### config.mk
export PLATFORM = sky130hd
export DESIGN_NAME = dss_selector
export DESIGN_NICKNAME = d
export VERILOG_FILES = /design/src/rtl/dss_pkg.sv /design/src/rtl/dss_pin_if.sv /design/src/rtl/dss_selector.sv /design/src/rtl/dss_sync.sv
export SDC_FILE = /design/constraint.sdc
export NUM_CORES = 1
export LEC_CHECK = 0
export BUFFER_PORTS_ARGS = -buffer_cell sky130_fd_sc_hd__clkbuf_2
export CAP_MARGIN = 25
export CORE_MARGIN = 2
export CORE_UTILIZATION = 45
export CTS_CLUSTER_DIAMETER = 30
export CTS_CLUSTER_SIZE = 8
export DETAILED_ROUTE_END_ITERATION = 16
export GPL_ROUTABILITY_DRIVEN = 0
export GPL_TIMING_DRIVEN = 0
export PLACE_DENSITY = 0.71
export SYNTH_ARGS = -nofsm -noshare
export SYNTH_HDL_FRONTEND = slang
export SYNTH_SLANG_ARGS = --single-unit
### constraint.sdc
create_clock -name core_clk -period 2.1 [get_ports core_clk]
set_input_delay 0.21 -clock core_clk [delete_from_list [all_inputs] [get_ports core_clk]]
set_output_delay 0.21 -clock core_clk [all_outputs]
set_load 0.005 [all_outputs]
### src/rtl/dss_pkg.sv
// Constants and types shared by the digital signal source selector.
package dss_pkg;

	// ----------------------------------------------------------------------------
	// Sizes
	// ----------------------------------------------------------------------------
	localparam int NUM_CONSUMERS = 8;
	localparam int CODE_WIDTH    = 8;
	localparam int PIN_COUNT     = 7;
	localparam int TEMP_WIDTH    = 8;
	localparam int CONFIG_WIDTH  = 10;
	localparam int MODE_WIDTH    = 4;

	// ----------------------------------------------------------------------------
	// Source codes
	// ----------------------------------------------------------------------------
	localparam logic [7:0] CODE_ON          = 8'h06;
	localparam logic [7:0] CODE_OFF         = 8'h07;
	localparam logic [7:0] CODE_TECH_START  = 8'h0d;
	localparam logic [7:0] CODE_FAULT       = 8'h3d;
	localparam logic [7:0] CODE_HW_ONE      = 8'h46;
	localparam logic [7:0] CODE_HW_TWO      = 8'h47;
	localparam logic [7:0] CODE_HW_THREE    = 8'h48;
	localparam logic [7:0] CODE_HW_FOUR     = 8'h49;
	localparam logic [7:0] CODE_HW_FIVE     = 8'h4a;
	localparam logic [7:0] CODE_HW_SIX      = 8'h4b;
	localparam logic [7:0] CODE_MFI         = 8'h4c;
	localparam logic [7:0] CODE_WARN_MASK   = 8'h9d;
	localparam logic [7:0] CODE_TIMER_ONE   = 8'h9e;
	localparam logic [7:0] CODE_TIMER_TWO   = 8'h9f;
	localparam logic [7:0] CODE_REF_FREQ    = 8'ha3;
	localparam logic [7:0] CODE_SET_FREQ    = 8'ha4;
	localparam logic [7:0] CODE_OVERLOAD    = 8'ha5;
	localparam logic [7:0] CODE_HEAT_SINK   = 8'ha6;
	localparam logic [7:0] CODE_INSIDE      = 8'ha7;
	localparam logic [7:0] CODE_MOTOR_TEMP  = 8'ha8;
	localparam logic [7:0] CODE_GENERAL     = 8'ha9;
	localparam logic [7:0] CODE_OVER_TEMP   = 8'haa;
	localparam logic [7:0] CODE_CMP_ONE     = 8'hab;
	localparam logic [7:0] CODE_CMP_ONE_N   = 8'hac;
	localparam logic [7:0] CODE_CMP_TWO     = 8'had;
	localparam logic [7:0] CODE_CMP_TWO_N   = 8'hae;
	localparam logic [7:0] CODE_DIG_ONE     = 8'haf;
	localparam logic [7:0] CODE_DIG_TWO     = 8'hb0;
	localparam logic [7:0] CODE_DIG_THREE   = 8'hb1;
	localparam logic [7:0] CODE_REF_PERCENT = 8'hb2;
	localparam logic [7:0] CODE_MAINS_FAIL  = 8'hb3;
	localparam logic [7:0] CODE_MOTOR_PROT  = 8'hb4;
	localparam logic [7:0] CODE_LOGIC_ONE   = 8'hdc;
	localparam logic [7:0] CODE_LOGIC_ONE_N = 8'hdd;
	localparam logic [7:0] CODE_LOGIC_TWO   = 8'hde;
	localparam logic [7:0] CODE_LOGIC_TWO_N = 8'hdf;

	// ----------------------------------------------------------------------------
	// Qualifiers and limits
	// ----------------------------------------------------------------------------
	localparam logic [9:0] CONFIG_TECH_A    = 10'h06f;
	localparam logic [9:0] CONFIG_TECH_B    = 10'h19b;
	localparam logic [3:0] MFI_MODE_DIGITAL = 4'h3;
	localparam logic [8:0] HEAT_SINK_LIMIT  = 9'h050;
	localparam logic [8:0] INSIDE_LIMIT     = 9'h041;

	// ----------------------------------------------------------------------------
	// Pin positions and reset values
	// ----------------------------------------------------------------------------
	localparam int PIN_HW_ONE = 0;
	localparam int PIN_MFI    = 6;
	localparam logic [PIN_COUNT-1:0]     PIN_RESET = 7'h00;
	localparam logic [NUM_CONSUMERS-1:0] OUT_RESET = 8'h00;

	typedef struct packed {
		logic [PIN_COUNT-1:0] stageOne;
		logic [PIN_COUNT-1:0] stageTwo;
	} dss_sync_state_type;

	typedef struct packed {
		logic [NUM_CONSUMERS-1:0] consumerLevel;
		logic                     controllerRelease;
	} dss_state_type;

endpackage

### src/rtl/dss_pin_if.sv
// Interface carrying raw pin levels to the synchroniser and clean levels back.
`timescale 1ns/1ps
interface dss_pin_if;
	logic [6:0] rawLevel;
	logic [6:0] syncLevel;
	modport core (output rawLevel, input syncLevel);
	modport sync (input rawLevel, output syncLevel);
endinterface

### src/rtl/dss_selector.sv
// Top of the digital signal source selector.
`timescale 1ns/1ps
module dss_selector
	import dss_pkg::*;
(
	input  wire logic                                   core_clk,
	input  wire logic                                   sys_rst,
	input  wire logic [NUM_CONSUMERS-1:0][CODE_WIDTH-1:0] sourceCode,
	input  wire logic [5:0]                             hwInputPin,
	input  wire logic                                   multifunctionInputPin,
	input  wire logic [MODE_WIDTH-1:0]                  multifunctionInputMode,
	input  wire logic                                   remoteActive,
	input  wire logic [5:0]                             remoteBits,
	input  wire logic [CONFIG_WIDTH-1:0]                driveConfig,
	input  wire logic                                   techStartCmd,
	input  wire logic                                   faultDetected,
	input  wire logic                                   warningMaskHit,
	input  wire logic                                   timerOneOut,
	input  wire logic                                   timerTwoOut,
	input  wire logic                                   refFreqReached,
	input  wire logic                                   setFreqAtMostActual,
	input  wire logic                                   overloadWarning,
	input  wire logic [TEMP_WIDTH-1:0]                  heatSinkTemp,
	input  wire logic [TEMP_WIDTH-1:0]                  heatSinkOffset,
	input  wire logic [TEMP_WIDTH-1:0]                  insideTemp,
	input  wire logic [TEMP_WIDTH-1:0]                  insideOffset,
	input  wire logic                                   motorTemperatureWarning,
	input  wire logic                                   motorTemperatureExceeded,
	input  wire logic                                   generalWarning,
	input  wire logic                                   comparatorOne,
	input  wire logic                                   comparatorTwo,
	input  wire logic [2:0]                             digitalOutputSignal,
	input  wire logic                                   refPercentReached,
	input  wire logic                                   mainsFailure,
	input  wire logic                                   voltageCtrlActive,
	input  wire logic                                   motorProtectionTrip,
	input  wire logic                                   logicModuleOne,
	input  wire logic                                   logicModuleTwo,
	output      logic [NUM_CONSUMERS-1:0]               consumerLevel,
	output      logic                                   controllerRelease
);

	// ----------------------------------------------------------------------------
	// Pin synchronisation
	// ----------------------------------------------------------------------------
	dss_pin_if pinBus ();

	assign pinBus.rawLevel = {multifunctionInputPin, hwInputPin};

	dss_sync syncUnit (
		.core_clk (core_clk),
		.sys_rst  (sys_rst),
		.pins     (pinBus)
	);

	logic [PIN_COUNT-1:0] pinLevel;

	assign pinLevel = pinBus.syncLevel;

	// ----------------------------------------------------------------------------
	// Derived sources
	// ----------------------------------------------------------------------------
	logic [5:0] inputSource;
	logic       techStart;
	logic       heatSinkWarning;
	logic       insideWarning;
	logic       overTemperature;
	logic       mainsRegulating;

	// Input one is never remote: it must release the controller from the pin.
	assign inputSource[0] = pinLevel[PIN_HW_ONE];

	genvar gi;
	generate
		for (gi = 1; gi < 6; gi++) begin : gRemote
			assign inputSource[gi] = remoteActive ? remoteBits[gi-1] : pinLevel[gi];
		end
	endgenerate

	logic mfiLevel;

	// In analog modes the input reads low so a stray code cannot misfire.
	assign mfiLevel = remoteActive ? remoteBits[5] : pinLevel[PIN_MFI];

	assign techStart = techStartCmd
		&& ((driveConfig == CONFIG_TECH_A) || (driveConfig == CONFIG_TECH_B));

	// Adding the offset avoids an underflow when it exceeds the base limit.
	assign heatSinkWarning = ({1'b0, heatSinkTemp} + {1'b0, heatSinkOffset})
		>= HEAT_SINK_LIMIT;
	assign insideWarning   = ({1'b0, insideTemp} + {1'b0, insideOffset})
		>= INSIDE_LIMIT;
	assign overTemperature = heatSinkWarning || insideWarning
		|| motorTemperatureExceeded;
	assign mainsRegulating = mainsFailure && voltageCtrlActive;

	// ----------------------------------------------------------------------------
	// Source decode
	// ----------------------------------------------------------------------------
	function automatic logic selectSource(input logic [CODE_WIDTH-1:0] code);
		logic level;
		level = 1'b0;
		case (code)
			CODE_ON: begin
				level = 1'b1;
			end
			CODE_OFF: begin
				level = 1'b0;
			end
			CODE_TECH_START: begin
				level = techStart;
			end
			CODE_FAULT: begin
				level = faultDetected;
			end
			CODE_HW_ONE: begin
				level = inputSource[0];
			end
			CODE_HW_TWO: begin
				level = inputSource[1];
			end
			CODE_HW_THREE: begin
				level = inputSource[2];
			end
			CODE_HW_FOUR: begin
				level = inputSource[3];
			end
			CODE_HW_FIVE: begin
				level = inputSource[4];
			end
			CODE_HW_SIX: begin
				level = inputSource[5];
			end
			CODE_MFI: begin
				level = (multifunctionInputMode == MFI_MODE_DIGITAL) && mfiLevel;
			end
			CODE_WARN_MASK: begin
				level = warningMaskHit;
			end
			CODE_TIMER_ONE: begin
				level = timerOneOut;
			end
			CODE_TIMER_TWO: begin
				level = timerTwoOut;
			end
			CODE_REF_FREQ: begin
				level = refFreqReached;
			end
			CODE_SET_FREQ: begin
				level = setFreqAtMostActual;
			end
			CODE_OVERLOAD: begin
				level = overloadWarning;
			end
			CODE_HEAT_SINK: begin
				level = heatSinkWarning;
			end
			CODE_INSIDE: begin
				level = insideWarning;
			end
			CODE_MOTOR_TEMP: begin
				level = motorTemperatureWarning;
			end
			CODE_GENERAL: begin
				level = generalWarning;
			end
			CODE_OVER_TEMP: begin
				level = overTemperature;
			end
			CODE_CMP_ONE: begin
				level = comparatorOne;
			end
			CODE_CMP_ONE_N: begin
				level = !comparatorOne;
			end
			CODE_CMP_TWO: begin
				level = comparatorTwo;
			end
			CODE_CMP_TWO_N: begin
				level = !comparatorTwo;
			end
			CODE_DIG_ONE: begin
				level = digitalOutputSignal[0];
			end
			CODE_DIG_TWO: begin
				level = digitalOutputSignal[1];
			end
			CODE_DIG_THREE: begin
				level = digitalOutputSignal[2];
			end
			CODE_REF_PERCENT: begin
				level = refPercentReached;
			end
			CODE_MAINS_FAIL: begin
				level = mainsRegulating;
			end
			CODE_MOTOR_PROT: begin
				level = motorProtectionTrip;
			end
			CODE_LOGIC_ONE: begin
				level = logicModuleOne;
			end
			CODE_LOGIC_ONE_N: begin
				level = !logicModuleOne;
			end
			CODE_LOGIC_TWO: begin
				level = logicModuleTwo;
			end
			CODE_LOGIC_TWO_N: begin
				level = !logicModuleTwo;
			end
			default: begin
				level = 1'b0;
			end
		endcase
		return level;
	endfunction

	// ----------------------------------------------------------------------------
	// State
	// ----------------------------------------------------------------------------
	dss_state_type state;
	dss_state_type next_state;

	// Every consumer is refreshed each cycle, so a code change takes effect next edge.
	always_comb begin
		next_state = state;
		for (int i = 0; i < NUM_CONSUMERS; i++) begin
			next_state.consumerLevel[i] = selectSource(sourceCode[i]);
		end
		next_state.controllerRelease = pinLevel[PIN_HW_ONE];
	end

	always_ff @(posedge core_clk or posedge sys_rst) begin
		if (sys_rst) begin
			state <= '{consumerLevel: OUT_RESET, controllerRelease: 1'b0};
		end else begin
			state <= next_state;
		end
	end

	assign consumerLevel     = state.consumerLevel;
	assign controllerRelease = state.controllerRelease;

endmodule

### src/rtl/dss_sync.sv
// Two flip-flop synchroniser for the asynchronous input pins.
`timescale 1ns/1ps
module dss_sync
	import dss_pkg::*;
(
	input wire logic core_clk,
	input wire logic sys_rst,
	dss_pin_if.sync  pins
);

	dss_sync_state_type state;
	dss_sync_state_type next_state;

	// ----------------------------------------------------------------------------
	// Stages
	// ----------------------------------------------------------------------------
	// The first stage feeds only the second; nothing else may look at it.
	always_comb begin
		next_state          = state;
		next_state.stageOne = pins.rawLevel;
		next_state.stageTwo = state.stageOne;
	end

	always_ff @(posedge core_clk or posedge sys_rst) begin
		if (sys_rst) begin
			state <= '{stageOne: PIN_RESET, stageTwo: PIN_RESET};
		end else begin
			state <= next_state;
		end
	end

	assign pins.syncLevel = state.stageTwo;

endmodule

==> results.md, run 1 <==
Drt:
- The count of nets left with antenna violations once routing finished came out at 0.
- The via total after detailed routing is 6983.
- The number of vias per cell is 6.81.
- The first detailed-routing pass took 7 iterations.
- The wire length per cell after detailed routing is 20.0 um.
- The routed wire length is 20.5 mm.
- The number of DRC violations after detailed routing is 0.
- The first-iteration detailed-routing DRC count is 938.

Power:
- In this run the power spent charging and discharging nets is 0.897 mW.
- Of the total power, combinational logic draws 0.557.
- For this design the static power due to leakage is 2.57 nW.
- Dividing total power by cell area gives a power density of 320 nW/um^2.
- The cell-internal power is 1.21 mW.
- The switching part of the total power is 0.426.
- Of the total power, the clock network draws 0.214.
- IR analysis of the VDD net gives a maximum drop of 273 uV.
- The relative contribution of sequential cells to total power is 0.229.

Die:
- The top-level port count is 157.
- The full die area is 12500 sq um.
- For this configuration, the core starts out at a cell density of 0.460.
- The count of standard-cell rows is 39.
- The horizontal die dimension is 112 um.
- After floorplanning, the core was sized to cover 11400 sq um.
- The height of the die is 112 um.

Flow run:
- The number of maximum-capacitance constraint violations is 0.

Clock network:
- The level count of the clock H-tree is 1.
- TritonCTS built the clock tree.
- The maximum root-to-sink buffer count is 2.
- The buffer type at the clock tree root is sky130_fd_sc_hd__clkbuf_16.
- The number of CTS-inserted buffers is 3.
- The clock reaches the later pin of the worst-skew pair after 270 ps.
- After clock tree synthesis, the clock-pin slew on the worst setup and hold paths is 80 ps.
- For this design, the sink count on the clock tree is 23.

Synthesis:
- The number of nets handed over by synthesis was 900.
- In the post-synthesis netlist, the cell with the most instances is sky130_fd_sc_hd__nand2_1.
- The number of warnings reported in the yosys synthesis log is 0.
- The post-synthesis sequential element count is 23.
- The number of enable-type register cells in the synthesized netlist is 0.
- In the synthesized netlist the dominant register cell turns out to be sky130_fd_sc_hd__dfrtp_1.
- The area share of the largest cell type after synthesis is 0.110.
- After synthesis the cells add up to 5250 sq um.
- For this run, the register share of the synthesized area comes to 0.110.
- Of all flip-flops after synthesis, the portion carrying an async set or reset was 1.00.
- Dividing the synthesized area by the synthesized cell count gives 7.15 sq um.
- By count the netlist is led by sky130_fd_sc_hd__nand2_1 (54), sky130_fd_sc_hd__clkbuf_1 (46), sky130_fd_sc_hd__nand3_1 (40), sky130_fd_sc_hd__nor2_1 (40).
- After synthesis, the cell types taking the most area are sky130_fd_sc_hd__dfrtp_1 (11%), sky130_fd_sc_hd__mux2i_1 (4.4%), sky130_fd_sc_hd__nand2_1 (3.9%).
- The largest total area in the synthesized netlist belongs to sky130_fd_sc_hd__dfrtp_1.
- The instance count of the mapped netlist is 734.
- Yosys mapped the design onto 82 distinct sky130hd cell types.

STA:
- The setup TNS is -138 ps.
- The timing-limited maximum frequency is 0.457 GHz.
- Setup repair after global routing could not meet its margin everywhere.
- After layout, the worst setup slack is -86.8 ps.
- The number of hold-slack violations in the final timing report is 0.
- Setup violations remaining at the end of the flow were counted as 3.
- For the finished layout, the period the worst path requires is 2190 ps.
- The worst clock skew is 11.3 ps.
- The final max-slew violation count is 0.
- The final cycle utilization of the critical path is 1.04.
- The slew at the pin closest to its max-slew limit is 971 ps.
- The worst pin sits at a relative slew slack of 0.352.

Global route:
- The number of antenna violations at the first check in global routing is 0.
- The first global-routing pass estimated 31.3 mm of wire.
- The overall track demand over capacity in global routing is 0.304.
- The via count of the first global-routing pass is 6079.
- Entering global routing, the biggest net connects 24 pins.
- Summed over all layers, the global routing overflow is 0.

Worst setup path:
- The number of buffers and inverters on the critical path is 2.
- The required time reported for the critical path endpoint is 2230 ps.
- The critical path is of the in2reg type.
- The startpoint type of the worst setup path is an input port.
- The cell family with the largest share of critical-path delay is compound AO/OA/AOI/OAI gates.
- On the worst path, the slowest cell contributes a delay of 340 ps.
- The data arrival time of the worst path is 2320 ps.
- The most prevalent standard cell on the critical path is sky130_fd_sc_hd__buf_6.
- STA classifies the critical path endpoint as a flop.
- On the critical path, the stage with the largest delay is an instance of sky130_fd_sc_hd__fa_2.
- The signal on the critical path passes through buf_6, ha_4, fa_2, a211oi_2, nor3b_2, and3_1, o31a_1, o21ai_2, buf_6, mux2i_1, o211ai_1.
- Of all nets on the critical path, the largest fanout is 8.

Place:
- During placement, the flow inserted port buffers numbering 132.
- Summed over all nets, the half-perimeter wirelength after detailed placement is 14.4 mm.

Run status:
- The run finished, with violations left.
- The checks that failed: setup timing.

Final layout:
- Compared with the post-synthesis result, the final layout area differs by 25.5%.
- Fill cells in the final layout number 1114.
- The sequential cells in the finished layout cover a total of 576 sq um.
- Summing all multi-input logic gate instances after layout gives 4620 sq um.
- The share of cells above drive strength 1 is 0.245.
- After the last flow step, the layout net total stands at 1050.
- Measured on the finished design, the core utilization comes to 0.577.
- The antenna diode count is 0.

Hold path:
- The tightest min-delay check is of the in2reg type.
## metrics by stage
step | area (sq um) | hold slack (ps) | instances | setup WS (ps) | total power [mW]
3_5_place_dp | 6100 | 320 | 1009 | -527 | 1.50
2_1_floorplan | 5260 | 212 | 734 | -33.1 | 1.10
3_3_place_gp | 6100 | 318 | 1009 | -506 | 1.49
5_1_grt | 6590 | 44.9 | 1026 | -178 | 2.22
4_1_cts | 6400 | 42.8 | 1020 | -56.8 | 2.02
6_report | 6590 | 40.3 | 1026 | -86.8 | 2.11
## cells by family after synthesis
logic type	synth area share
adders and majority gates	0.0458
DFF	0.110
xor gates and xnor gates	0.0167
buffers and inverters	0.0570
muxes	0.0813
AOI/OAI and AO/OA	0.277
and+or+nand+nor	0.413
## power by group through the flow
stage                     combinational, mW  sequential (mW)  clock (mW)
after global placement                 1.00            0.488           0
after detailed placement               1.01            0.489           0
final                                  1.17            0.482       0.450
after CTS                              1.08            0.482       0.455
after floorplan                       0.610            0.488           0
after global routing                   1.26            0.485       0.475
## cell usage in the layout (no fill, tap or decap), drive strengths merged, types with 9 or more instances in the layout
cell type / n
mux2: 13
nor3: 28
nor4b: 12
mux2i: 25
nor2: 41
nor3b: 14
nand3b: 20
o21ai: 38
o31ai: 10
clkbuf: 172
nor4bb: 14
nand4: 21
o211ai: 15
nor4: 14
inv: 18
dfrtp: 23
ha: 16
nand2: 54
buf: 35
a22oi: 15
o22ai: 9
nor2b: 27
nand3: 40
nand2b: 20
a31oi: 15
and3: 14
a21oi: 34
## per-layer routing
metal,GRT usage,share of wire
met1,0.422,0.40
met2,0.467,0.43
met3,0.0539,0.13
met4,0.126,0.045
met5,0,0
## state kept, by name (all words and copies together), names as in the netlist
name,flops
consumerLevel,8
syncUnit.next_state,7
controllerRelease,1
syncUnit.pins.syncLevel,7
## final cells by class
class	count	area share
plain buffers	58	0.0355
clock buffers	3	0.0114
clock inverters	1	0.00114
inverters	18	0.0103
multi-input cells	634	0.702
flip-flops and latches	23	0.0874
well taps	143	0.0272
repair buffers	146	0.126
## final timing paths
kind,from,end,slack (ps),cells after the start
setup / recovery,heatSinkTemp[0],consumerLevel[2],-90,11
hold / removal,hwInputPin[1],syncUnit.next_state[1],40,1
setup reg to reg,syncUnit.pins.syncLevel[1],consumerLevel[6],-40,7
hold reg to reg,syncUnit.next_state[5],syncUnit.pins.syncLevel[5],350,0
max in group asynchronous,sys_rst,syncUnit.next_state[6],1360,2
min in group asynchronous,sys_rst,consumerLevel[3],130,2
## what timing repair did
action	4_1_cts	5_1_grt
setup buffers	8	6
endpoints found under the setup margin	8	8
pin swaps	11	14
resized for setup	28	33
hold buffers	0	0
Note: power is estimated with default switching activity, not from simulation.
==> inputs of run 2 (changes only) <==
Settings changed: CORE_UTILIZATION 45 to 49, PLACE_DENSITY 0.71 to 0.8.
Clock period 2.1 ns to 1.95 ns, I/O delays scaled along.
==> run 2 against run 1 <==
Against the previous run:
- the run still ends with setup timing left
- die area shrank 7.9%
- clock skew grew 9.0 ps
- routed wire length shrank 4.7%
- via count shrank 1.4%
==> results.md, run 2 (same netlist as run 1, synthesis figures left out) <==
Run status:
- The flow ran to the end, but the final reports show violations.
- The checks that failed: setup timing.

Drt:
- The number of DRC violations after detailed routing is 0.
- The wire length per cell after detailed routing is 19.4 um.
- The detail route stage leaves a number of antenna-violating nets equal to 0.
- Dividing the detail-routed via count by the number of cells gives 6.82.
- After detailed routing, the total wire length is 19.6 mm.
- Summing over every cut layer, the via total after detailed routing is 6884.
- The first-iteration detailed-routing DRC count is 740.
- The first detailed-routing pass ran for 6 iterations.

Global route:
- The global routing stage identified its most utilized layer as met2.
- Entering global routing, the biggest net connects 24 pins.
- The via count of the first global-routing pass is 5958.
- The number of antenna violations at the first check in global routing is 0.
- In the global route stage, met1 resource usage came out at 0.416.
- The overall overflow remaining after global route is 0.
- The met3 global-route usage is 0.0636.
- For this run, global-route usage on met2 was measured as 0.499.
- The first global-routing pass estimated 29.7 mm of wire.
- The overall track demand over capacity in global routing is 0.321.

Final layout:
- The repair_antennas step left the layout with diodes totalling 0.
- The flip-flop count of the largest register, all copies and words added is 8.
- The top cell types in the final layout, fill and taps aside, are sky130_fd_sc_hd__clkbuf_2 (130), sky130_fd_sc_hd__nand2_1 (53), sky130_fd_sc_hd__clkbuf_1 (46), sky130_fd_sc_hd__nor2_1 (40), sky130_fd_sc_hd__nand3_1 (40).
- The synthesis-to-layout area growth is 21.1%.
- The share of cells above drive strength 1 is 0.223.
- The library cell used most frequently in the layout, excluding fill and tap cells, is sky130_fd_sc_hd__clkbuf_2.
- The number of nets in the layout is 1041.

Power:
- Of the total power, registers draw 0.252.
- The maximum resistive drop on vdd is 286 uV.
- The leakage power summed over all cells is 2.49 nW.
- The total power is 2.05 mW.
- The part of the power in combinational logic is 0.581.
- Internal power comes to 1.13 mW.
- For this design the ratio of total power to cell area is 323 nW/um^2.
- The switching power is 0.927 mW.
- Of the total power, the clock network draws 0.167.
- The switching part of the total power is 0.451.

Flow run:
- Max-cap violations in this run came to 0.

Hold path:
- Counting instances, the worst hold path has a depth of 1.
- The min-delay analysis places its worst path in the category in2reg.

Clock network:
- The TritonCTS sink count is 23.
- In this run the number of H-tree levels came out at 1.
- The maximum root-to-sink buffer count is 2.
- The CTS tree is done.
- The buffer type at the clock tree root is sky130_fd_sc_hd__clkbuf_8.
- The clock transition at the registers of the reported paths is 110 ps.
- The clock insertion delay at the later pin of the skew report is 290 ps.
- The number of CTS-inserted buffers is 3.
- After clock tree synthesis, the flow added hold-fix buffers numbering 0.

STA:
- The worst clock skew is 20.4 ps.
- The worst pin sits at a relative slew slack of 0.226.
- The number of hold-slack violations in the final timing report was 0.
- Of the available clock period, the critical path in the final layout requires 1.10.
- The worst path in the final design needs a cycle of 2140 ps, including I/O delays and setup.
- Setup repair after global routing could not meet its margin everywhere.
- The final max-slew violation count is 0.
- Setup violations remaining at the end of the flow were counted as 8.
- Timing would allow up to 0.466 GHz.
- The least setup slack across all paths after layout is -195 ps.
- The setup TNS is -1310 ps.
- The slew at the pin closest to its max-slew limit is 1150 ps.

Worst setup path:
- The worst register-to-register path has a setup slack of -190 ps.
- Traced cell by cell, the critical path runs through buf_6, ha_4, fa_2, a211oi_4, nor3b_2, and3_1, o31a_1, o21ai_2, buf_6, buf_12, o211ai_1, nand4_1.
- The worst setup path is launched from an input port.
- The required time reported for the critical path endpoint is 2180 ps.
- The most prevalent standard cell on the critical path is sky130_fd_sc_hd__buf_6.
- The critical path class is in2reg.
- Of all nets on the critical path, the largest fanout is 7.
- STA puts the critical path data arrival time at 2370 ps.
- The element type at the critical path end is a flop.
- The worst register-to-register path has a depth of 7.
- The stage delay of the slowest cell on the critical path is 360 ps.
- The slowest cell on the critical path is sky130_fd_sc_hd__fa_2.

Die:
- 157 I/O pins were placed.
- From left edge to right edge, the die measures 107 um.
- The initialized floorplan defines 37 standard-cell rows.
- The height of the die is 107 um.
- The initial standard-cell utilization of the core is 0.506.
- The full die area is 11600 sq um.
- In this run the standard cell core region covers 10400 sq um.

Place:
- Detailed placement finished with a half-perimeter wire length of 14.1 mm.
- The count of buffers from port buffering is 132.
[run 2: changes by cell type in the layout (fill, tap and decap cells not counted), moves of 3 or more]
cell,before,now
sky130_fd_sc_hd__buf_4,11,2
sky130_fd_sc_hd__buf_6,12,4
sky130_fd_sc_hd__clkbuf_16,3,0
sky130_fd_sc_hd__clkbuf_2,124,130
sky130_fd_sc_hd__clkbuf_8,0,3
sky130_fd_sc_hd__mux2i_1,20,23
sky130_fd_sc_hd__mux2i_2,3,0
[run 2: path summary, 6_finish.rpt]
path | start | end
max in group asynchronous | sys_rst | syncUnit.next_state[3]
setup / recovery | heatSinkOffset[0] | consumerLevel[4]
setup reg to reg | syncUnit.pins.syncLevel[6] | consumerLevel[4]
hold / removal | hwInputPin[1] | syncUnit.next_state[1]
min in group asynchronous | sys_rst | consumerLevel[4]
hold reg to reg | syncUnit.next_state[5] | syncUnit.pins.syncLevel[5]
[run 2: cell type report]
type	count	area [sq um]
well taps	136	170
clock inverters	1	7.51
inverters	18	67.6
multi-input cells	634	4540
fillers	1010	4010
repair buffers	136	719
flip-flops and latches	23	576
plain buffers	59	238
clock buffers	3	41.3
[run 2: worst max-delay path, delay by kind of cell]
kind | cells | cell delay (ps)
AO/OA/AOI/OAI | 4 | 850
adder cells (fa/ha/maj) | 2 | 510
AND/OR/NAND/NOR | 3 | 390
buffers and inverters | 3 | 420
[run 2: through the flow]
stage / hold slack [ps] / instance area, sq um / instances / worst slack, ps / utilization
2_1_floorplan: 197 / 5330 / 734 / -116 / -
3_3_place_gp: 304 / 6160 / 1002 / -543 / 0.594
3_5_place_dp: 305 / 6160 / 1002 / -592 / 0.594
4_1_cts: 15.8 / 6300 / 1010 / -125 / 0.608
5_1_grt: 3.37 / 6360 / 1010 / -263 / 0.613
6_report: 18.5 / 6360 / 1010 / -195 / 0.613
[run 2: power by group through the flow]
stage | logic (mW) | clock network [mW] | registers [mW]
detailed placement | 1.10 | 0 | 0.528
global route | 1.28 | 0.365 | 0.521
floorplan | 0.672 | 0 | 0.525
finish | 1.19 | 0.343 | 0.518
CTS | 1.14 | 0.338 | 0.519
global placement | 1.09 | 0 | 0.527
[run 2: per-layer routing]
metal,routed length [um],part of all wire
met1,7170,0.37
met2,8520,0.44
met3,2730,0.14
met4,1170,0.059
met5,0,0
[run 2: what timing repair did]
action | 4_1_cts | 5_1_grt
pin swaps | 1 | 10
cloned | 0 | 0
setup buffers | 4 | 0
gates resized for setup | 9 | 11
endpoints found under the setup margin | 8 | 8
